File: src/rtl/wscp_pkg.sv
// Constants and types of the weigh serial command port.
package wscp_pkg;
  localparam int BAUD_TAB [0:5] = '{300, 600, 1200, 2400, 4800, 9600};
  localparam logic [2:0] BAUD_LAST = 3'h5;
  localparam logic [2:0] BAUD_RST = 3'h5;
  localparam logic [1:0] FMT_7E = 2'h0;
  localparam logic [1:0] FMT_7O = 2'h1;
  localparam logic [1:0] FMT_7N = 2'h2;
  localparam logic [1:0] FMT_8N = 2'h3;
  localparam logic [1:0] AUTO_OFF = 2'h0;
  localparam logic [1:0] AUTO_SETTLE = 2'h1;
  localparam logic [1:0] AUTO_TIMED = 2'h2;
  localparam logic [1:0] AUTO_AUTO_CONTINUOUS = 2'h3;
  localparam logic [11:0] INTV_MIN = 12'h001;
  localparam logic [11:0] INTV_MAX = 12'hE10;
  localparam logic [11:0] INTV_RST = 12'h001;
  localparam logic [2:0] UNIT_G = 3'h1;
  localparam logic [2:0] UNIT_LBOZ = 3'h5;
  localparam logic [2:0] SEL_BAUD = 3'h0;
  localparam logic [2:0] SEL_FMT = 3'h1;
  localparam logic [2:0] SEL_STOP = 3'h2;
  localparam logic [2:0] SEL_FLOW = 3'h3;
  localparam logic [2:0] SEL_STAB = 3'h4;
  localparam logic [2:0] SEL_AUTO = 3'h5;
  localparam logic [2:0] SEL_INTV_UP = 3'h6;
  localparam logic [2:0] SEL_INTV_DN = 3'h7;
  localparam logic [7:0] CH_CR = 8'h0D;
  localparam logic [7:0] CH_LF = 8'h0A;
  localparam logic [7:0] CH_ESC = 8'h1B;
  localparam logic [7:0] CH_XON = 8'h11;
  localparam logic [7:0] CH_XOFF = 8'h13;
  localparam logic [7:0] CH_SP = 8'h20;
  localparam logic [19:0] NUM_CAP = 20'h1869F;
  localparam logic [39:0] UNIT_TXT [1:5] =
    '{"g    ", "kg   ", "lb   ", "oz   ", "lb:oz"};
  localparam logic [23:0] LEG_TXT [0:3] = '{"G  ", "NET", "T  ", "   "};
  localparam logic [55:0] LOCK_TXT = " LOCKED";
  localparam logic [4:0] RPT_LEN = 5'h15;
  localparam logic [4:0] UNIT_LEN = 5'h07;
  localparam logic [4:0] VER_LEN = 5'h0A;
  localparam logic [4:0] VER_LFT_LEN = 5'h11;
  localparam logic [3:0] TX_BITS_1 = 4'h9;
  localparam logic [3:0] TX_BITS_2 = 4'hA;
  typedef enum logic [2:0] {
    MSG_W = 3'b001,
    MSG_U = 3'b010,
    MSG_V = 3'b100
  } wscp_msg_t;
endpackage

File: src/rtl/wscp_fifo.sv
// Byte FIFO between the report formatter and the transmitter.
`timescale 1ns/1ps
module wscp_fifo #(
  parameter int WIDTH = 8,
  parameter int DEPTH = 16
) (
  input wire logic i_ref_clk,
  input wire logic i_rst,
  input wire logic i_in_valid,
  input wire logic [WIDTH-1:0] i_in_data,
  output logic o_in_ready,
  output logic o_out_valid,
  output logic [WIDTH-1:0] o_out_data,
  input wire logic i_out_ready
);
  localparam int AW = $clog2(DEPTH);
  localparam logic [AW:0] FULL = (AW+1)'(DEPTH);
  // Pointers wrap naturally, so DEPTH must be a power of two.
  logic [WIDTH-1:0] mem [DEPTH];
  logic [AW-1:0] wp;
  logic [AW-1:0] rp;
  logic [AW:0] cnt;
  logic wr;
  logic rd;
  assign o_in_ready = cnt != FULL;
  assign o_out_valid = cnt != '0;
  assign o_out_data = mem[rp];
  assign wr = i_in_valid && o_in_ready;
  assign rd = o_out_valid && i_out_ready;
  always_ff @(posedge i_ref_clk) begin
    if (wr) begin
      mem[wp] <= i_in_data;
    end
  end
  always_ff @(posedge i_ref_clk or posedge i_rst) begin
    if (i_rst) begin
      wp <= '0;
      rp <= '0;
      cnt <= '0;
    end else begin
      wp <= wp + AW'(wr);
      rp <= rp + AW'(rd);
      cnt <= cnt + (AW+1)'(wr) - (AW+1)'(rd);
    end
  end
endmodule

File: src/rtl/wscp_port.sv
// Serial command interpreter and report formatter of the weigh indicator.
`timescale 1ns/1ps
module wscp_port
  import wscp_pkg::*;
#(
  parameter int CLK_HZ = 20_000_000,
  parameter int FIFO_DEPTH = 16,
  // Name and revision text; the value is arbitrary.
  parameter logic [63:0] NAME_REV = "WSCP 1.0"
) (
  input wire logic i_ref_clk,
  input wire logic i_rst,
  input wire logic i_rxd,
  input wire logic [23:0] i_weight_bcd,
  input wire logic [2:0] i_dp_pos,
  input wire logic i_weight_neg,
  input wire logic i_stable,
  input wire logic [1:0] i_legend,
  input wire logic i_trade_lock,
  input wire logic i_print_key,
  input wire logic i_menu_adv,
  input wire logic [2:0] i_menu_sel,
  output logic o_txd,
  output logic o_zero,
  output logic o_tare,
  output logic o_tare_load,
  output logic o_tare_clear,
  output logic [19:0] o_tare_val,
  output logic [2:0] o_unit,
  output logic [2:0] o_baud_sel,
  output logic [1:0] o_fmt,
  output logic o_two_stop,
  output logic o_flow_on,
  output logic o_stable_only,
  output logic [1:0] o_auto,
  output logic [11:0] o_interval,
  output logic o_tx_paused
);
  localparam int PRE_W = $clog2(CLK_HZ);
  typedef enum logic [3:0] {
    R_IDLE = 4'b0001,
    R_START = 4'b0010,
    R_DATA = 4'b0100,
    R_STOP = 4'b1000
  } wscp_rx_t;
  typedef enum logic [1:0] {
    F_IDLE = 2'b01,
    F_SEND = 2'b10
  } wscp_fst_t;
  typedef enum logic [1:0] {
    T_IDLE = 2'b01,
    T_SHIFT = 2'b10
  } wscp_tx_t;

  logic [16:0] div_tab [0:5];
  logic [16:0] div;
  for (genvar g = 0; g < 6; g++) begin : g_div
    assign div_tab[g] = 17'(CLK_HZ / BAUD_TAB[g]);
  end
  assign div = div_tab[o_baud_sel];

  // Receiver: samples each bit at its middle.
  wscp_rx_t rx_st;
  logic [16:0] rx_cnt;
  logic [3:0] rx_bit;
  logic [7:0] rx_sh;
  logic rx_vld;
  logic [7:0] rx_byte;
  logic [3:0] rx_n;
  logic rx_par_ok;
  always_comb begin
    rx_n = (o_fmt == FMT_7N) ? 4'h7 : 4'h8;
    rx_byte = (o_fmt == FMT_8N) ? rx_sh : {1'b0, rx_sh[6:0]};
    rx_par_ok = 1'b1;
    if (o_fmt == FMT_7E) begin
      rx_par_ok = ~^rx_sh;
    end else if (o_fmt == FMT_7O) begin
      rx_par_ok = ^rx_sh;
    end
  end
  always_ff @(posedge i_ref_clk or posedge i_rst) begin
    if (i_rst) begin
      rx_st <= R_IDLE;
      rx_cnt <= '0;
      rx_bit <= '0;
      rx_sh <= '0;
      rx_vld <= 1'b0;
    end else begin
      rx_vld <= 1'b0;
      rx_cnt <= rx_cnt - 17'h1;
      unique case (rx_st)
        R_IDLE: begin
          if (!i_rxd) begin
            rx_st <= R_START;
            rx_cnt <= {1'b0, div[16:1]};
          end
        end
        R_START: begin
          if (rx_cnt == '0) begin
            rx_cnt <= div - 17'h1;
            rx_bit <= '0;
            rx_sh <= '0;
            rx_st <= i_rxd ? R_IDLE : R_DATA;
          end
        end
        R_DATA: begin
          if (rx_cnt == '0) begin
            rx_cnt <= div - 17'h1;
            rx_sh[rx_bit[2:0]] <= i_rxd;
            rx_bit <= rx_bit + 4'h1;
            if (rx_bit == rx_n - 4'h1) begin
              rx_st <= R_STOP;
            end
          end
        end
        R_STOP: begin
          if (rx_cnt == '0) begin
            rx_st <= R_IDLE;
            rx_vld <= i_rxd && rx_par_ok;
          end
        end
      endcase
    end
  end

  // Command parser: optional decimal prefix, then one or two letters.
  logic [7:0] ch;
  logic is_flow;
  logic is_dig;
  logic [19:0] num;
  logic has_num;
  logic bad;
  logic esc;
  logic [1:0] nlet;
  logic [7:0] l1;
  logic [7:0] l2;
  logic c_fr, c_cr, w1, w2, c_now, c_prt, c_auto_continuous, c_settle, c_intv;
  logic c_zero, c_tare, c_tload, c_pu, c_su, c_pv;
  always_comb begin
    ch = rx_byte;
    if (rx_byte >= "a" && rx_byte <= "z") begin
      ch = rx_byte - 8'h20;
    end
    is_flow = o_flow_on && (ch == CH_XON || ch == CH_XOFF);
    is_dig = ch >= "0" && ch <= "9";
    c_fr = rx_vld && esc && ch == "R";
    c_cr = rx_vld && ch == CH_CR && !bad && !esc;
    w1 = nlet == 2'h1;
    w2 = nlet == 2'h2;
    c_now = c_cr && w2 && !has_num && l1 == "I" && l2 == "P";
    c_prt = c_cr && w1 && !has_num && l2 == "P";
    c_auto_continuous = c_cr && w2 && !has_num && l1 == "C" && l2 == "P";
    c_settle = c_cr && w2 && !has_num && l1 == "S" && l2 == "P";
    c_intv = c_cr && w1 && has_num && l2 == "P" && num >= 20'(INTV_MIN)
      && num <= 20'(INTV_MAX);
    c_zero = c_cr && w1 && !has_num && l2 == "Z";
    c_tare = c_cr && w1 && !has_num && l2 == "T";
    c_tload = c_cr && w1 && has_num && l2 == "T";
    c_pu = c_cr && w2 && !has_num && l1 == "P" && l2 == "U";
    c_su = c_cr && w1 && has_num && l2 == "U" && num >= 20'(UNIT_G)
      && num <= 20'(UNIT_LBOZ);
    c_pv = c_cr && w2 && !has_num && l1 == "P" && l2 == "V";
  end
  always_ff @(posedge i_ref_clk or posedge i_rst) begin
    if (i_rst) begin
      num <= '0;
      has_num <= 1'b0;
      bad <= 1'b0;
      esc <= 1'b0;
      nlet <= '0;
      l1 <= '0;
      l2 <= '0;
    end else if (rx_vld && !is_flow) begin
      esc <= ch == CH_ESC;
      if (ch == CH_CR || ch == CH_ESC || c_fr) begin
        // Any line, known or not, is flushed here.
        num <= '0;
        has_num <= 1'b0;
        bad <= 1'b0;
        nlet <= '0;
      end else if (ch == CH_LF || ch == CH_SP) begin
        // A trailing LF after CR is harmless.
        bad <= bad;
      end else if (is_dig && nlet == 2'h0) begin
        has_num <= 1'b1;
        if (num > NUM_CAP) begin
          bad <= 1'b1;
        end else begin
          num <= 20'(num * 20'd10 + {12'h0, ch - 8'h30});
        end
      end else if (ch >= "A" && ch <= "Z") begin
        l1 <= l2;
        l2 <= ch;
        nlet <= (nlet == 2'h3) ? nlet : nlet + 2'h1;
      end else begin
        bad <= 1'b1;
      end
    end
  end

  // Menu and serial settings.
  always_ff @(posedge i_ref_clk or posedge i_rst) begin
    if (i_rst) begin
      o_baud_sel <= BAUD_RST;
      o_fmt <= FMT_8N;
      o_two_stop <= 1'b0;
      o_flow_on <= 1'b1;
      o_stable_only <= 1'b0;
      o_auto <= AUTO_OFF;
      o_interval <= INTV_RST;
    end else if (c_fr) begin
      o_baud_sel <= BAUD_RST;
      o_fmt <= FMT_8N;
      o_two_stop <= 1'b0;
      o_flow_on <= 1'b1;
      o_stable_only <= 1'b0;
      o_auto <= AUTO_OFF;
      o_interval <= INTV_RST;
    end else begin
      if (i_menu_adv) begin
        unique case (i_menu_sel)
          SEL_BAUD: begin
            o_baud_sel <= (o_baud_sel == BAUD_LAST) ? 3'h0
              : o_baud_sel + 3'h1;
          end
          SEL_FMT: o_fmt <= o_fmt + 2'h1;
          SEL_STOP: o_two_stop <= !o_two_stop;
          SEL_FLOW: o_flow_on <= !o_flow_on;
          SEL_STAB: o_stable_only <= !o_stable_only;
          SEL_AUTO: o_auto <= o_auto + 2'h1;
          SEL_INTV_UP: begin
            o_interval <= (o_interval == INTV_MAX) ? INTV_MIN
              : o_interval + 12'h1;
          end
          SEL_INTV_DN: begin
            o_interval <= (o_interval == INTV_MIN) ? INTV_MAX
              : o_interval - 12'h1;
          end
        endcase
      end
      if (c_auto_continuous) begin
        o_auto <= AUTO_AUTO_CONTINUOUS;
      end
      if (c_settle) begin
        o_auto <= AUTO_SETTLE;
      end
      if (c_intv) begin
        o_auto <= AUTO_TIMED;
        o_interval <= num[11:0];
      end
    end
  end

  // Unit select is blocked while the trade lock holds.
  always_ff @(posedge i_ref_clk or posedge i_rst) begin
    if (i_rst) begin
      o_unit <= UNIT_G;
    end else if (!i_trade_lock) begin
      if (c_fr) begin
        o_unit <= UNIT_G;
      end else if (c_su) begin
        o_unit <= num[2:0];
      end
    end
  end

  // Button-equivalent pulses and tare download.
  always_ff @(posedge i_ref_clk or posedge i_rst) begin
    if (i_rst) begin
      o_zero <= 1'b0;
      o_tare <= 1'b0;
      o_tare_load <= 1'b0;
      o_tare_clear <= 1'b0;
      o_tare_val <= '0;
    end else begin
      o_zero <= c_zero;
      o_tare <= c_tare;
      o_tare_load <= c_tload && num != '0;
      o_tare_clear <= c_tload && num == '0 && !i_trade_lock;
      if (c_tload && num != '0) begin
        o_tare_val <= num;
      end
    end
  end

  // Report requests; a set in the same cycle as the clear wins.
  wscp_fst_t f_st;
  logic f_go;
  wscp_msg_t f_go_msg;
  logic w_req, now_req, u_req, v_req, stab_d;
  logic [PRE_W-1:0] pre;
  logic [11:0] secs;
  logic tick;
  assign tick = pre == PRE_W'(CLK_HZ - 1);
  always_ff @(posedge i_ref_clk or posedge i_rst) begin
    if (i_rst) begin
      w_req <= 1'b0;
      now_req <= 1'b0;
      u_req <= 1'b0;
      v_req <= 1'b0;
      stab_d <= 1'b0;
      pre <= '0;
      secs <= '0;
    end else begin
      stab_d <= i_stable;
      pre <= tick ? '0 : pre + PRE_W'(1);
      if (f_go && f_go_msg == MSG_W) begin
        w_req <= 1'b0;
        now_req <= 1'b0;
      end
      if (f_go && f_go_msg == MSG_U) begin
        u_req <= 1'b0;
      end
      if (f_go && f_go_msg == MSG_V) begin
        v_req <= 1'b0;
      end
      if (o_auto != AUTO_TIMED) begin
        secs <= '0;
      end else if (tick) begin
        secs <= secs + 12'h1;
        if (secs + 12'h1 >= o_interval) begin
          secs <= '0;
          w_req <= 1'b1;
        end
      end
      if (c_prt || (i_print_key && o_auto == AUTO_OFF)) begin
        w_req <= 1'b1;
      end
      if (o_auto == AUTO_SETTLE && i_stable && !stab_d) begin
        w_req <= 1'b1;
      end
      if (o_auto == AUTO_AUTO_CONTINUOUS) begin
        w_req <= 1'b1;
      end
      if (c_now) begin
        now_req <= 1'b1;
      end
      if (c_pu) begin
        u_req <= 1'b1;
      end
      if (c_pv) begin
        v_req <= 1'b1;
      end
    end
  end

  // Report formatter feeding the FIFO.
  wscp_msg_t msg;
  logic [4:0] idx;
  logic [4:0] len;
  logic [23:0] cap_bcd;
  logic [2:0] cap_dp;
  logic [2:0] cap_unit;
  logic [1:0] cap_leg;
  logic cap_neg, cap_stab, cap_lock;
  logic [5:0] nz;
  logic [7:0] f_byte;
  logic f_rdy;
  logic f_push;
  for (genvar g = 0; g < 6; g++) begin : g_nz
    assign nz[g] = |cap_bcd[23:4*g];
  end
  always_comb begin
    f_go = 1'b0;
    f_go_msg = MSG_W;
    if (f_st == F_IDLE) begin
      if (now_req) begin
        f_go = 1'b1;
      end else if (u_req) begin
        f_go = 1'b1;
        f_go_msg = MSG_U;
      end else if (v_req) begin
        f_go = 1'b1;
        f_go_msg = MSG_V;
      end else if (w_req && (!o_stable_only || i_stable)) begin
        f_go = 1'b1;
      end
    end
  end

  function automatic logic [7:0] wchar(input logic [2:0] p);
    logic [2:0] k;
    logic [2:0] j;
    k = 3'h6 - p;
    j = (cap_dp != 3'h0 && k > cap_dp) ? k - 3'h1 : k;
    if (cap_dp != 3'h0 && k == cap_dp) begin
      return ".";
    end
    if (j > 3'h5 || (!nz[j] && j > cap_dp)) begin
      return CH_SP;
    end
    return {4'h3, cap_bcd[4*j+:4]};
  endfunction

  always_comb begin
    f_byte = CH_SP;
    if (idx == len - 5'h2) begin
      f_byte = CH_CR;
    end else if (idx == len - 5'h1) begin
      f_byte = CH_LF;
    end else begin
      unique case (msg)
        MSG_W: begin
          if (idx == 5'h0) begin
            f_byte = cap_neg ? "-" : CH_SP;
          end else if (idx >= 5'h2 && idx <= 5'h8) begin
            f_byte = wchar(3'(idx - 5'h2));
          end else if (idx >= 5'hA && idx <= 5'hE) begin
            f_byte = UNIT_TXT[cap_unit][8*(14-idx)+:8];
          end else if (idx == 5'hF) begin
            f_byte = cap_stab ? CH_SP : "?";
          end else if (idx >= 5'h10) begin
            f_byte = LEG_TXT[cap_leg][8*(18-idx)+:8];
          end
        end
        MSG_U: f_byte = UNIT_TXT[cap_unit][8*(4-idx)+:8];
        MSG_V: begin
          if (idx < 5'h8) begin
            f_byte = NAME_REV[8*(7-idx)+:8];
          end else begin
            f_byte = LOCK_TXT[8*(14-idx)+:8];
          end
        end
      endcase
    end
  end

  assign f_push = f_st == F_SEND && f_rdy;
  always_ff @(posedge i_ref_clk or posedge i_rst) begin
    if (i_rst) begin
      f_st <= F_IDLE;
      msg <= MSG_W;
      idx <= '0;
      len <= RPT_LEN;
      cap_bcd <= '0;
      cap_dp <= '0;
      cap_unit <= UNIT_G;
      cap_leg <= '0;
      cap_neg <= 1'b0;
      cap_stab <= 1'b0;
      cap_lock <= 1'b0;
    end else begin
      unique case (f_st)
        F_IDLE: begin
          if (f_go) begin
            f_st <= F_SEND;
            msg <= f_go_msg;
            idx <= '0;
            cap_bcd <= i_weight_bcd;
            cap_dp <= i_dp_pos;
            cap_unit <= o_unit;
            cap_leg <= i_legend;
            cap_neg <= i_weight_neg;
            cap_stab <= i_stable;
            cap_lock <= i_trade_lock;
            unique case (f_go_msg)
              MSG_W: len <= RPT_LEN;
              MSG_U: len <= UNIT_LEN;
              MSG_V: len <= i_trade_lock ? VER_LFT_LEN : VER_LEN;
            endcase
          end
        end
        F_SEND: begin
          if (f_rdy) begin
            idx <= idx + 5'h1;
            if (idx == len - 5'h1) begin
              f_st <= F_IDLE;
            end
          end
        end
      endcase
    end
  end

  // Transmitter with XON/XOFF pause between characters.
  wscp_tx_t tx_st;
  logic [16:0] tx_cnt;
  logic [9:0] tx_sh;
  logic [3:0] tx_left;
  logic q_vld;
  logic [7:0] q_dat;
  logic q_pop;
  logic slot8;
  assign q_pop = tx_st == T_IDLE && q_vld && !(o_flow_on && o_tx_paused);
  always_comb begin
    unique case (o_fmt)
      FMT_8N: slot8 = q_dat[7];
      FMT_7E: slot8 = ^q_dat[6:0];
      FMT_7O: slot8 = ~^q_dat[6:0];
      FMT_7N: slot8 = 1'b1;
    endcase
  end
  wscp_fifo #(.WIDTH(8), .DEPTH(FIFO_DEPTH)) u_fifo (
    .i_ref_clk(i_ref_clk),
    .i_rst(i_rst),
    .i_in_valid(f_st == F_SEND),
    .i_in_data(f_byte),
    .o_in_ready(f_rdy),
    .o_out_valid(q_vld),
    .o_out_data(q_dat),
    .i_out_ready(q_pop)
  );
  always_ff @(posedge i_ref_clk or posedge i_rst) begin
    if (i_rst) begin
      o_tx_paused <= 1'b0;
    end else if (c_fr || !o_flow_on) begin
      o_tx_paused <= 1'b0;
    end else if (rx_vld && rx_byte == CH_XOFF) begin
      o_tx_paused <= 1'b1;
    end else if (rx_vld && rx_byte == CH_XON) begin
      o_tx_paused <= 1'b0;
    end
  end
  always_ff @(posedge i_ref_clk or posedge i_rst) begin
    if (i_rst) begin
      tx_st <= T_IDLE;
      tx_cnt <= '0;
      tx_sh <= '1;
      tx_left <= '0;
      o_txd <= 1'b1;
    end else begin
      unique case (tx_st)
        T_IDLE: begin
          if (q_pop) begin
            tx_st <= T_SHIFT;
            o_txd <= 1'b0;
            tx_sh <= {2'b11, slot8, q_dat[6:0]};
            tx_left <= o_two_stop ? TX_BITS_2 : TX_BITS_1;
            tx_cnt <= div - 17'h1;
          end
        end
        T_SHIFT: begin
          tx_cnt <= tx_cnt - 17'h1;
          if (tx_cnt == '0) begin
            tx_cnt <= div - 17'h1;
            if (tx_left == '0) begin
              tx_st <= T_IDLE;
            end else begin
              o_txd <= tx_sh[0];
              tx_sh <= {1'b1, tx_sh[9:1]};
              tx_left <= tx_left - 4'h1;
            end
          end
        end
      endcase
    end
  end
endmodule

File: config.mk
export PLATFORM = sky130hd
export DESIGN_NAME = wscp_port
export DESIGN_NICKNAME = d
export VERILOG_FILES = /design/src/rtl/wscp_pkg.sv /design/src/rtl/wscp_fifo.sv /design/src/rtl/wscp_port.sv
export SDC_FILE = /design/constraint.sdc
export NUM_CORES = 1
export LEC_CHECK = 0
export ABC_AREA = 1
export BUFFER_PORTS_ARGS = -buffer_cell sky130_fd_sc_hd__clkbuf_2
export CORE_MARGIN = 4
export CORE_UTILIZATION = 38
export DETAILED_ROUTE_END_ITERATION = 10
export PLACE_DENSITY = 0.64
export SLEW_MARGIN = 10
export SYNTH_ARGS = -nofsm -noshare
export SYNTH_HDL_FRONTEND = slang
export SYNTH_HIERARCHICAL = 1
export SYNTH_SLANG_ARGS = --single-unit
File: constraint.sdc
create_clock -name i_ref_clk -period 14.2 [get_ports i_ref_clk]
set_input_delay 2.84 -clock i_ref_clk [delete_from_list [all_inputs] [get_ports i_ref_clk]]
set_output_delay 2.84 -clock i_ref_clk [all_outputs]
set_load 0.05 [all_outputs]
# == Word-level counts from Yosys, hierarchy flattened ==
# Memories as Yosys holds them, arrays and structs flattened.
# Index checks and enable logic that the tools add are counted.
# totals
ramBits,128
latch_bits,0
output_inout_bits,51
in_bits,40
ff_bits,263
mem_bits_ro,456
wordCells,513
n_memories,3
# mem_list
name,depth,width,rd,rd_clocked_by_memory_dff,wr,line_no,text
(no name shown),8,40,1,0,0,wscp_port.sv:416,MSG_U: f_byte = UNIT_TXT[cap_unit][8*(4-idx)+:8];
(no name shown),8,17,1,0,0,wscp_port.sv:60,assign div = div_tab[o_baud_sel];
u_fifo.mem,16,8,1,0,1,wscp_fifo.sv:19,logic [WIDTH-1:0] mem [DEPTH];
# classes
magnitude_cmp,26
multipliers,1
n_reduce_logical,140
bitwise_logic,7
eq_ne,76
addsub,31
mux,172
shifts,6
div,0
# ops
cell,n
$mux W8,16
$mux W17,6
$mux W12,8
$eq A8 B7 Y1 const B,10
$mux W20,4
$mux W40,2
$shiftx A40 B33 Y8,2
$pmux W17 S2,2
$shiftx A64 B33 Y8 const A,1
$mux W1,62
$logic_and A1 B1 Y1,59
$shiftx A56 B33 Y8 const A,1
$sub A17 B1 Y17 const B,3
$bmux W24 S2,1
$mux W24,2
$mux W4,12
$mux W2,21
$eq A8 B5 Y1 const B,5
$mux W3,12
$logic_not A17 Y1,2
$shiftx A24 B33 Y8,1
$ne A2 B2 Y1 const B,16
$mux W10,3
$reduce_bool A2 Y1,14
other kinds (110),194

# == Longest topological paths before layout ==
# Gate-level depths: netlist of run 1.
# depth
word_depth,24
mapped_depth,28

# == Hierarchy ==
# The synthesis of run 1 kept the hierarchy.
# by_module_without_submodules
module,seq_area_each_um2,area_each_um2,instances,cells_each
wscp_port,6236.0,17840.9,1,2519
wscp_fifo,4169.0,6246.0,1,598

# == Least setup slack after synthesis of run 1 ==
# Ideal clock, no wire load.
# synth_timing
path_type,flip-flop to flip-flop
from,register idx[0]
to,"memory u_fifo.mem[0][4], data pin"
slack_ns,9.933
t_arrival_ns,3.976
stages_incl_launch_ff,27
path_buffers,3
path_cell_list,dfrtp_1 buf_2 inv_1 buf_1 ha_1 inv_1 nor2_1 nor2_1 clkbuf_1 ha_1 a21oi_1 nand2_1 nand2_1 nand2_1 nand2_1 ha_1 a21oi_1 o21ai_0 nand2_1 inv_1 nand3_1 o21ai_0 nand2_1 nand2_1 nand2_1 nand2_1 a21oi_1
# synth_via
elab_chain_cells,24
# synth_lines
element,line_no,text
"start, declared",wscp_port.sv:349,logic [4:0] idx;
"start signal, assigned",wscp_port.sv:465,idx <= idx + 5'h1;
$sub A3 B2 Y3,wscp_port.sv:407,f_byte = wchar(3'(idx - 5'h2));
$sub A3 B3 Y3,wscp_port.sv:384,k = 3'h6 - p;
$gt A3 B3 Y1,wscp_port.sv:385,j = (cap_dp != 3'h0 && k > cap_dp) ? k - 3'h1 : k;
$logic_and A1 B1 Y1,wscp_port.sv:385,
$mux W3,wscp_port.sv:385,
$bmux W1 S3,wscp_port.sv:389,if (j > 3'h5 || (!nz[j] && j > cap_dp)) begin
$mux W1 (implied by the code),wscp_port.sv:389,
$logic_not A1 Y1,wscp_port.sv:389,
(+9 left out),-,
$mux W8,wscp_port.sv:392,"return {4'h3, cap_bcd[4*j+:4]};"
$mux W8,wscp_port.sv:389,
$mux W8,wscp_port.sv:406,end else if (idx >= 5'h2 && idx <= 5'h8) begin
$mux W8,wscp_port.sv:404,if (idx == 5'h0) begin
$pmux W8 S3,wscp_port.sv:402,unique case (msg)
$mux W8,wscp_port.sv:399,end else if (idx == len - 5'h1) begin
$mux W8 *,wscp_port.sv:397,if (idx == len - 5'h2) begin
via f_byte[4],wscp_port.sv:357,logic [7:0] f_byte;
"end, declared",wscp_fifo.sv:19,
# The timed path passes the listed nets; every way through them passes the cells marked *. The select of a mux whose other input is x is not followed.

# == Worst setup path in the final report of run 1 ==
# layout_timing
from,register idx[0]
to,"memory u_fifo.mem[7][4], data pin"
# Same word-level chain as after synthesis.

==> flow_summary.toml, run 1 <==
[worst_setup_path]
cp.required_ns = 14.41
crit_buf_inv = 3
setup.worst_path.start_class = "flip-flop"
path_class = "reg2reg"
crit_family = "simple AND/OR/NAND/NOR gates"
worst_setup_path_end_kind = "flip-flop"
cp.arrival_ns = 5.46
path_max_fanout = 18
slowest_stage = "a21oi_1"
crit_chain = "inv_1 -> ha_1 -> nor2_1 -> nor2_1 -> ha_1 -> a21oi_1 -> nand2_1 -> nand2_1 -> nand2_1 -> nand2_1 -> inv_1 -> ha_1 -> nand2_1 -> o21ai_0 -> nand2_1 -> inv_1 -> nand3_1 -> o21ai_0 -> nand2_1 -> nand2_1 -> nand2_1 -> nand2_1 -> a21oi_1"
critPathMostFrequentCell = "nand2_1"
critPathMaxStageDelay_ns = 0.85

[clock_tree]
cts_resized = 0
post-cts-setup-buffers = 0
clkTransAtPathRegs_ns = 0.06
clk_latency_ns = 0.58
numCtsBuffers = 44
cts_hold_buf = 0
cts_tree = "yes"
cts.htree.levels = 2
clk_path_buf_depth = 3
ctsRootBufferMaster = "clkbuf_16"
clkSinkCount = 389

[logic_synthesis]
netlist_instances = 3117
syn_area_mm2 = 0.02409
yosys.area.top_type_share = 0.2462
synth_warnings = 6
synth_top_area_cell = "dfrtp_1"
ys.flop_type = "dfrtp_1"
ys_async_sr_fraction = 0.6710
ys_ff_latch = 389
syn-mean-instance-area_um2 = 7.728
yosys-top-cells-area = "dfrtp_1 25%, edfxtp_1 16%, nand2_1 13%, inv_1 7.2%, ha_1 6.6%"
ys_seq_area_frac = 0.4320
synth_cell_types = 56
synth_enable_flop_cells = 128

[die]
die_h_um = 259.8
dieArea_mm2 = 0.06748
initial_core_util = 0.3825
rows = 92
coreArea_mm2 = 0.06297
io_pins = 91
die_x_um = 259.8

[global_routing]
overflow = 0
grt.total_usage = 0.1824
grt_start_max_net_pins = 100
antenna_found_initial = 0
grt_pass1_vias = 19680
grt_pass1_wl_mm = 101.4

[route]
via_per_inst = 5.002
drt-initial-drc-count = 1516
wl_per_cell_um = 15.11
postRouteAntennaNets = 0
vias = 20460
drtPass1Iterations = 7
wl_mm = 61.78
route.detailed.drc = 0

[pwr]
power-per-cell-area_mw_per_mm2 = 153.8
p_leak_uw = 0.01295
peakVddDrop_mv = 0.08784

[sta]
period_needed_ns = 5.251
setup_viol = 0
skew_ns = 0.02152
drv_slew = 0
fmaxAchievable_mhz = 190.5
slew_headroom = 0.2658
rsz0062_at_grt = "no"
final.setup.tns_ns = 0
hold_viol = 0
period_share = 0.3698
worst_pin_slew_ns = 1.101

[layout]
fin_nets = 3380
antennaDiodeCount = 0
drive_gt1_frac = 0.08200
stdcell_count = 4090
area_growth_pct = 11.38

[run]
cap_violations = 0

[place]
dp_hpwl_mm = 44.94
place_congestion = 0.9026
io_buffers = 90
placedCellCount = 4009

[hold_path]
hold_class = "reg2reg"

[status]
outcome = "finished clean"
[worst register-to-register path, cell delays in order, from the launching register on]
cell     delay, ns
dfrtp_1       0.37
inv_1         0.45
ha_1          0.27
nor2_1        0.07
nor2_1        0.54
ha_1          0.39
a21oi_1       0.16
nand2_1       0.14
nand2_1       0.18
nand2_1       0.07
nand2_1       0.30
inv_1         0.15
ha_1          0.31
nand2_1       0.06
o21ai_0       0.07
nand2_1       0.07
inv_1         0.05
nand3_1       0.07
o21ai_0       0.08
nand2_1       0.08
nand2_1       0.05
nand2_1       0.06
nand2_1       0.06
a21oi_1       0.85
[state kept, by name, summed over array words and instances, names as in the netlist, 4 cells and up]
| signal | flops |
|---|---|
| cap_bcd | 24 |
| idx | 5 |
| l1 | 8 |
| l2 | 8 |
| len | 5 |
| num | 20 |
| o_interval | 12 |
| o_tare_val | 20 |
| pre | 25 |
| rx_bit | 4 |
| rx_cnt | 17 |
| rx_sh | 8 |
| rx_st | 4 |
| secs | 12 |
| tx_cnt | 17 |
| tx_left | 4 |
| tx_sh | 8 |
| u_fifo/cnt | 5 |
| u_fifo/mem | 128 |
| u_fifo/rp | 4 |
| u_fifo/wp | 4 |
[metal layers]
metal	GRT usage	wire [µm]	part of all wire
met5	0	0	0
met1	0.2418	27980	0.45
met4	0.06161	2009	0.033
met2	0.3066	29170	0.47
met3	0.02649	2625	0.042
[worst paths after layout]
| path | endpoint | from | depth (start not counted) | slack (ns) |
|---|---|---|---|---|
| worst max-delay path | u_fifo/mem[7][4] | idx[0] | 23 | 8.95 |
| worst min-delay path | pre[0] | pre[0] | 1 | 0.46 |
| worst max register to register | u_fifo/mem[7][4] | idx[0] | 23 | 8.95 |
| worst min register to register | pre[0] | pre[0] | 1 | 0.46 |
| max in group asynchronous | num[10] | i_rst | 4 | 9.46 |
| min in group asynchronous | cap_dp[1] | i_rst | 2 | 2.41 |
[cell usage in the layout, fill, tap and decap left out, types with 31 or more instances in the layout]
| cell type | instances |
|---|---|
| nand4_1 | 57 |
| nor3_1 | 58 |
| clkbuf_16 | 45 |
| dfrtp_1 | 236 |
| nand3_1 | 285 |
| xor2_1 | 68 |
| nand2_1 | 828 |
| o21ai_1 | 31 |
| edfxtp_1 | 128 |
| a21oi_1 | 92 |
| o21ai_0 | 164 |
| inv_1 | 464 |
| nor2_1 | 237 |
| xnor2_1 | 34 |
| ha_1 | 128 |
| clkbuf_2 | 90 |
[kinds of logic (layout without fill, tap and decap cells)]
| group | Yosys count | count (layout) | share of synthesized area |
|---|---|---|---|
| fa+ha+maj | 131 | 131 | 0.06898 |
| other cells | 1 | 16 | 0.0001557 |
| flops | 389 | 389 | 0.4320 |
| buf+inv | 552 | 664 | 0.09132 |
| simple gates | 1539 | 1539 | 0.2740 |
| compound gates | 403 | 403 | 0.09651 |
| xor+xnor | 102 | 102 | 0.03709 |
[through the flow]
stage | setup WS (ns) | cell area, µm² | utilization | total power, µW | hold slack [ns]
after floorplan | 4.585 | 24140 | - | 2560 | 0.4329
after global placement | 8.648 | 25360 | 0.4027 | 2976 | 0.4491
after detailed placement | 8.663 | 25360 | 0.4027 | 2981 | 0.4511
after CTS | 8.922 | 26820 | 0.4260 | 4158 | 0.4594
after global routing | 8.396 | 26830 | 0.4261 | 4411 | 0.4926
final | 8.949 | 26830 | 0.4261 | 4127 | 0.4599
[cell usage after synthesis (all sizes together), types with 4 or more instances]
cell	n
a211oi	4
a21oi	94
a22oi	4
a31oi	14
buf	43
clkbuf	27
clkinv	6
dfrtp	237
dfstp	24
edfxtp	128
ha	128
inv	476
nand2	844
nand3	289
nand3b	5
nand4	57
nor2	246
nor3	63
nor4	20
o2111ai	5
o211ai	25
o21ai	211
o221ai	9
o22ai	14
o31ai	7
o32ai	4
or2	6
xnor2	34
xor2	68
[cell type report]
type,count,area [µm²]
clock buffers,58,1215
clock inverters,23,250.2
fillers,6376,36140
inverters,482,1817
multi-input cells,2191,11550
flip-flops and latches,389,10410
well taps,846,1059
repair buffers,101,533.0
[report_power, final]
group	internal, µW	switching, µW	leakage, µW
registers	1430	108	0.00443
logic	402	1030	0.00782
clock network	681	482	0.000707
Note: power is estimated with default switching activity, not from simulation.
==> run 2, diff against run 1 <==
--- a/config.mk
+++ b/config.mk
@@ -5,12 +5,12 @@
 export SDC_FILE = /design/constraint.sdc
 export NUM_CORES = 1
 export LEC_CHECK = 0
-export ABC_AREA = 1
+export ABC_AREA = 0
 export BUFFER_PORTS_ARGS = -buffer_cell sky130_fd_sc_hd__clkbuf_2
 export CORE_MARGIN = 4
 export CORE_UTILIZATION = 38
 export DETAILED_ROUTE_END_ITERATION = 10
-export PLACE_DENSITY = 0.64
+export PLACE_DENSITY = 0.66
 export SLEW_MARGIN = 10
 export SYNTH_ARGS = -nofsm -noshare
 export SYNTH_HDL_FRONTEND = slang
==> constraint.sdc (replaced) <==
create_clock -name i_ref_clk -period 4.8 [get_ports i_ref_clk]
set_input_delay 0.96 -clock i_ref_clk [delete_from_list [all_inputs] [get_ports i_ref_clk]]
set_output_delay 0.96 -clock i_ref_clk [all_outputs]
set_load 0.05 [all_outputs]
==> run 2 against run 1 <==
Compared with the run above: area after synthesis shrank 5.9%; sequential share of layout area grew 1.7 points; flip-flop and latch count unchanged; combinational power rose to 3.0 times the previous value; global-route usage increased by 0.32 points; sequential power rose to 3.0 times the previous value; register-to-register slack got worse by 8.6 ns; critical path depth shrank 5; clock skew barely moved; hold slack worse by 0.022 ns; largest cell class unchanged.
==> flow_summary.toml, run 2 <==
[route]
drt-initial-drc-count = 1464
vias = 17460
wl_met3_mm = 3.170
dr.max_layer_used = "met4"
wl_met2_mm = 28.24
route.detailed.drc = 0
wl_met1_mm = 27.17
wl_per_cell_um = 19.40
postRouteAntennaNets = 0
drtPass1Iterations = 6
via_per_inst = 5.640
wl_mm = 60.05

[layout]
final_common_cell = "dfrtp_1"
drive_gt1_frac = 0.1594
top_regs = "u_fifo/mem x128, pre x25, cap_bcd x24"
nFillCells = 5485
final_cell_mix = "236 x dfrtp_1, 211 x nand2_1, 180 x nor2_1"
stdcell_count = 3095
area_growth_pct = 13.36
multi_input_area_mm2 = 0.01175
final_area_mm2 = 0.02570
regMostFlops = "u_fifo/mem"
fin_nets = 2458
ff_latch_area_mm2 = 0.01041
largest_reg_flops = 128

[worst_setup_path]
setup.worst_path.start_class = "flip-flop"
path_max_fanout = 16
crit_family = "compound AO/OA/AOI/OAI gates"
cp.depth = 18
cp.arrival_ns = 4.80
crit_buf_inv = 3
cp.required_ns = 5.12
worst_r2r_path_depth = 18
r2r-start = "idx[1]"
crit_chain = "inv_1 -> ha_2 -> nor2b_1 -> or2_2 -> inv_1 -> ha_1 -> and3_1 -> a2111oi_2 -> xnor2_1 -> inv_2 -> ha_1 -> a21o_1 -> a21oi_1 -> a31oi_1 -> o21a_1 -> o221ai_2 -> a21oi_1 -> nor3_4"
worst_setup_path_end_kind = "flip-flop"
reg2reg_slack_ns = 0.32
r2r-end = "u_fifo/mem[6][4]"
slowest_stage = "nor3_4"
critPathMaxStageDelay_ns = 0.50
path_class = "reg2reg"

[clock_tree]
clk_path_buf_depth = 3
cts_tree = "yes"
clkSinkCount = 389
numCtsBuffers = 43
cts_hold_buf = 0
ctsRootBufferMaster = "clkbuf_16"
clk_latency_ns = 0.60
cts.htree.levels = 2
clkTransAtPathRegs_ns = 0.06
post-cts-setup-buffers = 0

[logic_synthesis]
synth_top_area_cell = "dfrtp_1"
synth_enable_flop_cells = 128
ys_async_sr_fraction = 0.6710
ys_ff_latch = 389
synth_commonest_cells = "237 x dfrtp_1, 211 x nand2_1, 182 x nor2_1"
yosys.area.top_type_share = 0.2616
syn-mean-instance-area_um2 = 10.38
netlist_instances = 2184
ys_seq_area_frac = 0.4589
ys.flop_type = "dfrtp_1"
synth_warnings = 6
synth_cell_types = 98
yosys-top-cells-area = "dfrtp_1 26%, edfxtp_1 17%, ha_1 7.1%, mux2_2 3.7%, nand2_1 3.5%"
syn_area_mm2 = 0.02267
synth.most_common_cell = "dfrtp_1"

[sta]
period_needed_ns = 4.475
hold_ws_ns = 0.4384
rsz0062_at_grt = "no"
drv_slew = 0
skew_ns = 0.02119
fmaxAchievable_mhz = 223.5
setup_viol = 0
final.setup.tns_ns = 0
hold_viol = 0
worst_pin_slew_ns = 1.184
period_share = 0.9323
slew_headroom = 0.2079

[pwr]
p_leak_uw = 0.01057
power-per-cell-area_mw_per_mm2 = 478.0
peakVddDrop_mv = 0.2944
p_total_uw = 12280

[die]
coreArea_mm2 = 0.05902
initial_core_util = 0.3841
die_h_um = 252.3
io_pins = 91
dieArea_mm2 = 0.06364
rows = 89
die_x_um = 252.3

[status]
outcome = "finished clean"

[global_routing]
overflow = 0
grt.total_usage = 0.1856
grt_pass1_vias = 17470
antenna_found_initial = 1
grt_start_max_net_pins = 103
grt_pass1_wl_mm = 96.50

[place]
placed_area_mm2 = 0.02417
place_congestion = 0.8910
placedCellCount = 3015
io_buffers = 90
dp_hpwl_mm = 43.16

[run]
cap_violations = 0

[hold_path]
hold_class = "in2async"
[run 2: changes by cell type after synthesis, sizes merged, moves of 25 or more]
cell	delta
clkbuf	+29
inv	-391
mux2	+74
mux4	+34
nand2	-631
nand2b	+25
nand3	-232
nand4	-40
nor2	-63
nor2b	+32
o21ai	-74
xnor2	+50
[run 2: where the power goes]
| part | switching [µW] | internal [µW] |
|---|---|---|
| Clock | 1430 | 2040 |
| Sequential | 385 | 4210 |
| Combinational | 2750 | 1480 |
| Total | 4560 | 7730 |
[run 2: layout make-up]
class | count | area share
diodes | 1 | 0.00009737
clock buffers | 56 | 0.04610
clock inverters | 23 | 0.01241
inverters | 86 | 0.01271
multi-input cells | 1641 | 0.4571
flip-flops and latches | 389 | 0.4049
well taps | 773 | 0.03763
repair buffers | 126 | 0.02902
[run 2: through the flow]
stage	setup WS [ns]	utilization
after floorplan	0.01368	-
after global placement	0.2418	0.4095
after detailed placement	-0.003672	0.4095
after CTS	0.03223	0.4351
after global routing	0.02277	0.4354
final	0.3249	0.4355
[run 2: worst max path at each step]
stage / start / endpoint
6_report: idx[1] / u_fifo/mem[6][4]
5_1_grt: idx[1] / u_fifo/mem[9][2]
4_1_cts: idx[1] / u_fifo/mem[9][2]
3_5_place_dp: idx[1] / u_fifo/mem[1][2]
3_3_place_gp: idx[1] / u_fifo/mem[1][3]
2_1_floorplan: idx[0] / u_fifo/mem[0][0]
[run 2: cells by family (layout without fill, tap and decap cells)]
| family | Yosys count | after routing | synth area share |
|---|---|---|---|
| AOI/OAI and AO/OA | 484 | 484 | 0.1405 |
| xor gates and xnor gates | 134 | 134 | 0.05177 |
| adders and majority gates | 131 | 131 | 0.07329 |
| buffers and inverters | 169 | 291 | 0.03113 |
| DFF | 389 | 389 | 0.4589 |
| muxes | 124 | 124 | 0.07892 |
| other | 1 | 17 | 0.0001654 |
| and+or+nand+nor | 752 | 752 | 0.1653 |
[run 2: layer usage]
metal,global-route usage,up-vias
met2,0.2994,471
met3,0.02871,91
met5,0,-
met4,0.05375,0
met1,0.2611,8651
li1,-,8243
[run 2: repair_timing]
item                                   CTS  global route
endpoints found under the hold margin    0             0
setup endpoints to repair               12            64
resized for setup                        1             4
[run 2: worst register-to-register path, stage by stage, from the launching register on]
cell and delay (ns):
dfrtp_1 0.37, inv_1 0.12, ha_2 0.25, nor2b_1 0.07, or2_2 0.32, inv_1 0.10, ha_1 0.24, and3_1 0.24
a2111oi_2 0.37, xnor2_1 0.21, inv_2 0.13, ha_1 0.32, a21o_1 0.16, a21oi_1 0.14, a31oi_1 0.07, o21a_1 0.14
o221ai_2 0.30, a21oi_1 0.17, nor3_4 0.50
==> run 3, diff against run 2 <==
--- a/config.mk
+++ b/config.mk
@@ -10,7 +10,6 @@
 export CORE_MARGIN = 4
 export CORE_UTILIZATION = 38
 export DETAILED_ROUTE_END_ITERATION = 10
-export PLACE_DENSITY = 0.66
 export SLEW_MARGIN = 10
 export SYNTH_ARGS = -nofsm -noshare
 export SYNTH_HDL_FRONTEND = slang
==> run 3 against run 2 <==
Compared with the run above: cell area about the same; clock-buffer cell count grew 7; core utilization barely moved; sequential share of layout area is essentially flat; setup slack better by 0.025 ns; total power grew 0.16%; clock power about the same; combinational power grew 0.9%; global-route usage is 0.054 points lower; flip-flop and latch count did not move; cell count is 0.32% higher; critical endpoint is now num[19]; highest routed layer unchanged.
==> flow_summary.toml, run 3 (synthesis results as in run 2) <==
[route]
route.detailed.drc = 0
via_per_inst = 5.586
dr.max_layer_used = "met4"
wl_met2_mm = 28.39
wl_per_cell_um = 19.22
wl_mm = 59.68
wl_met1_mm = 26.95
drt-initial-drc-count = 1302
wl_met3_mm = 2.993
drtPass1Iterations = 5
postRouteAntennaNets = 0
vias = 17350

[pwr]
power-per-cell-area_mw_per_mm2 = 478.5
power_frac_comb = 0.346
p_leak_uw = 0.01058
p_int_uw = 7749
clockPowerShare = 0.281
p_sw_uw = 4556
switching_share = 0.3702
seq_power_share = 0.373
peakVddDrop_mv = 0.3176

[layout]
drive_gt1_frac = 0.1609
top_regs = "u_fifo/mem x128, pre x25, cap_bcd x24"
regMostFlops = "u_fifo/mem"
multi_input_area_mm2 = 0.01174
area_growth_pct = 13.42
fin_util = 0.4357
nFillCells = 5574
stdcell_count = 3105
fin_nets = 2465
largest_reg_flops = 128
ff_latch_area_mm2 = 0.01041
final_cell_mix = "236 x dfrtp_1, 211 x nand2_1, 180 x nor2_1"
final_common_cell = "dfrtp_1"

[clock_tree]
cts_tree = "yes"
numCtsBuffers = 46
cts.htree.levels = 2
clk_latency_ns = 0.59
clkTransAtPathRegs_ns = 0.06
cts_hold_buf = 0
clk_path_buf_depth = 3
ctsRootBufferMaster = "clkbuf_16"
clkSinkCount = 389

[sta]
slew_headroom = 0.2375
setup_viol = 0
skew_ns = 0.01347
fin_ws_ns = 0.3502
hold_viol = 0
fmaxAchievable_mhz = 224.7
drv_slew = 0
rsz0062_at_grt = "no"
period_needed_ns = 4.450
worst_pin_slew_ns = 1.139
period_share = 0.9270
final.setup.tns_ns = 0

[hold_path]
hold_class = "in2async"

[place]
pre_cts_ws_ns = 0.1120
dp_hpwl_mm = 42.99
place_congestion = 0.9320
io_buffers = 90
placedCellCount = 3019

[global_routing]
grt_start_max_net_pins = 158
grt_pass1_wl_mm = 95.54
overflow = 0
grt_pass1_vias = 17180
antenna_found_initial = 0
grt.total_usage = 0.1851

[status]
outcome = "finished clean"

[worst_setup_path]
path_class = "reg2reg"
reg2reg_slack_ns = 0.35
cp.required_ns = 5.28
worst_setup_path_end_kind = "flip-flop"
crit_start = "rx_sh[2]"
path_max_fanout = 6
setup.worst_path.start_class = "flip-flop"
r2r-start = "rx_sh[2]"
cp.arrival_ns = 4.93

[die]
io_pins = 91
die_h_um = 252.3
rows = 89
initial_core_util = 0.3841
dieArea_mm2 = 0.06364
die_x_um = 252.3
coreArea_mm2 = 0.05902

[run]
cap_violations = 0
[run 3: cell types whose count changed in the layout (fill, tap and decap cells not counted), sizes merged]
| cell | before | now |
|---|---|---|
| buf | 36 | 40 |
| bufinv | 5 | 3 |
| clkbuf | 146 | 153 |
| clkinv | 14 | 13 |
| clkinvlp | 3 | 6 |
| inv | 87 | 86 |
[run 3: per-stage QoR]
stage / hold slack (ns) / cell area, µm² / power, µW
2_1_floorplan: 0.4380 / 22800 / 7481
3_3_place_gp: 0.4554 / 24190 / 8782
3_5_place_dp: 0.4662 / 24190 / 8869
4_1_cts: 0.3623 / 25700 / 12410
5_1_grt: 0.3864 / 25710 / 13040
6_report: 0.3958 / 25710 / 12300
[run 3: area by class of cell]
class	count	area share
antenna	1	0.00009731
sequential	389	0.4047
tap	773	0.03761
clock inverter	22	0.009439
timing repair buffer	130	0.02968
inverter	86	0.01270
multi-input combinational	1641	0.4566
clock buffer	63	0.04919
[run 3: what timing repair did]
action,CTS,global route
buffers inserted,0,0
setup endpoints to repair,0,64
gates resized for setup,0,4
[run 3: power groups by stage]
stage | Sequential [µW] | Clock, µW | Combinational (µW)
after floorplan | 4720 | 0 | 2760
after CTS | 4590 | 3570 | 4250
after global routing | 4640 | 3730 | 4660
final | 4590 | 3460 | 4260
after detailed placement | 4650 | 0 | 4220
after global placement | 4620 | 0 | 4160
[run 3: worst max-delay path, cell delays in order (launching register included)]
cell	delay, ns
dfrtp_1	0.47
inv_1	0.13
ha_1	0.26
and2_1	0.20
or3_1	0.36
a32oi_1	0.29
inv_1	0.11
ha_1	0.26
xor2_1	0.19
ha_1	0.33
or2_2	0.12
a21oi_1	0.07
a21oi_1	0.23
nand3_1	0.16
or4_4	0.55
nor4_4	0.29
xnor2_1	0.12
a22o_1	0.20
[run 3: path summary, 6_finish.rpt]
| kind | endpoint | depth (start not counted) |
|---|---|---|
| hold / removal | cap_leg[0] | 2 |
| max in group asynchronous | secs[6] | 3 |
| setup reg to reg | num[19] | 17 |
| setup / recovery | num[19] | 17 |
| min in group i_ref_clk | pre[6] | 1 |
| hold reg to reg | pre[6] | 1 |
[run 3: layer usage]
layer / vias to the layer above / track usage
met1: 8602 / 0.2540
met5: - / 0
met3: 80 / 0.03221
met4: 0 / 0.04918
li1: 8258 / -
met2: 406 / 0.3053
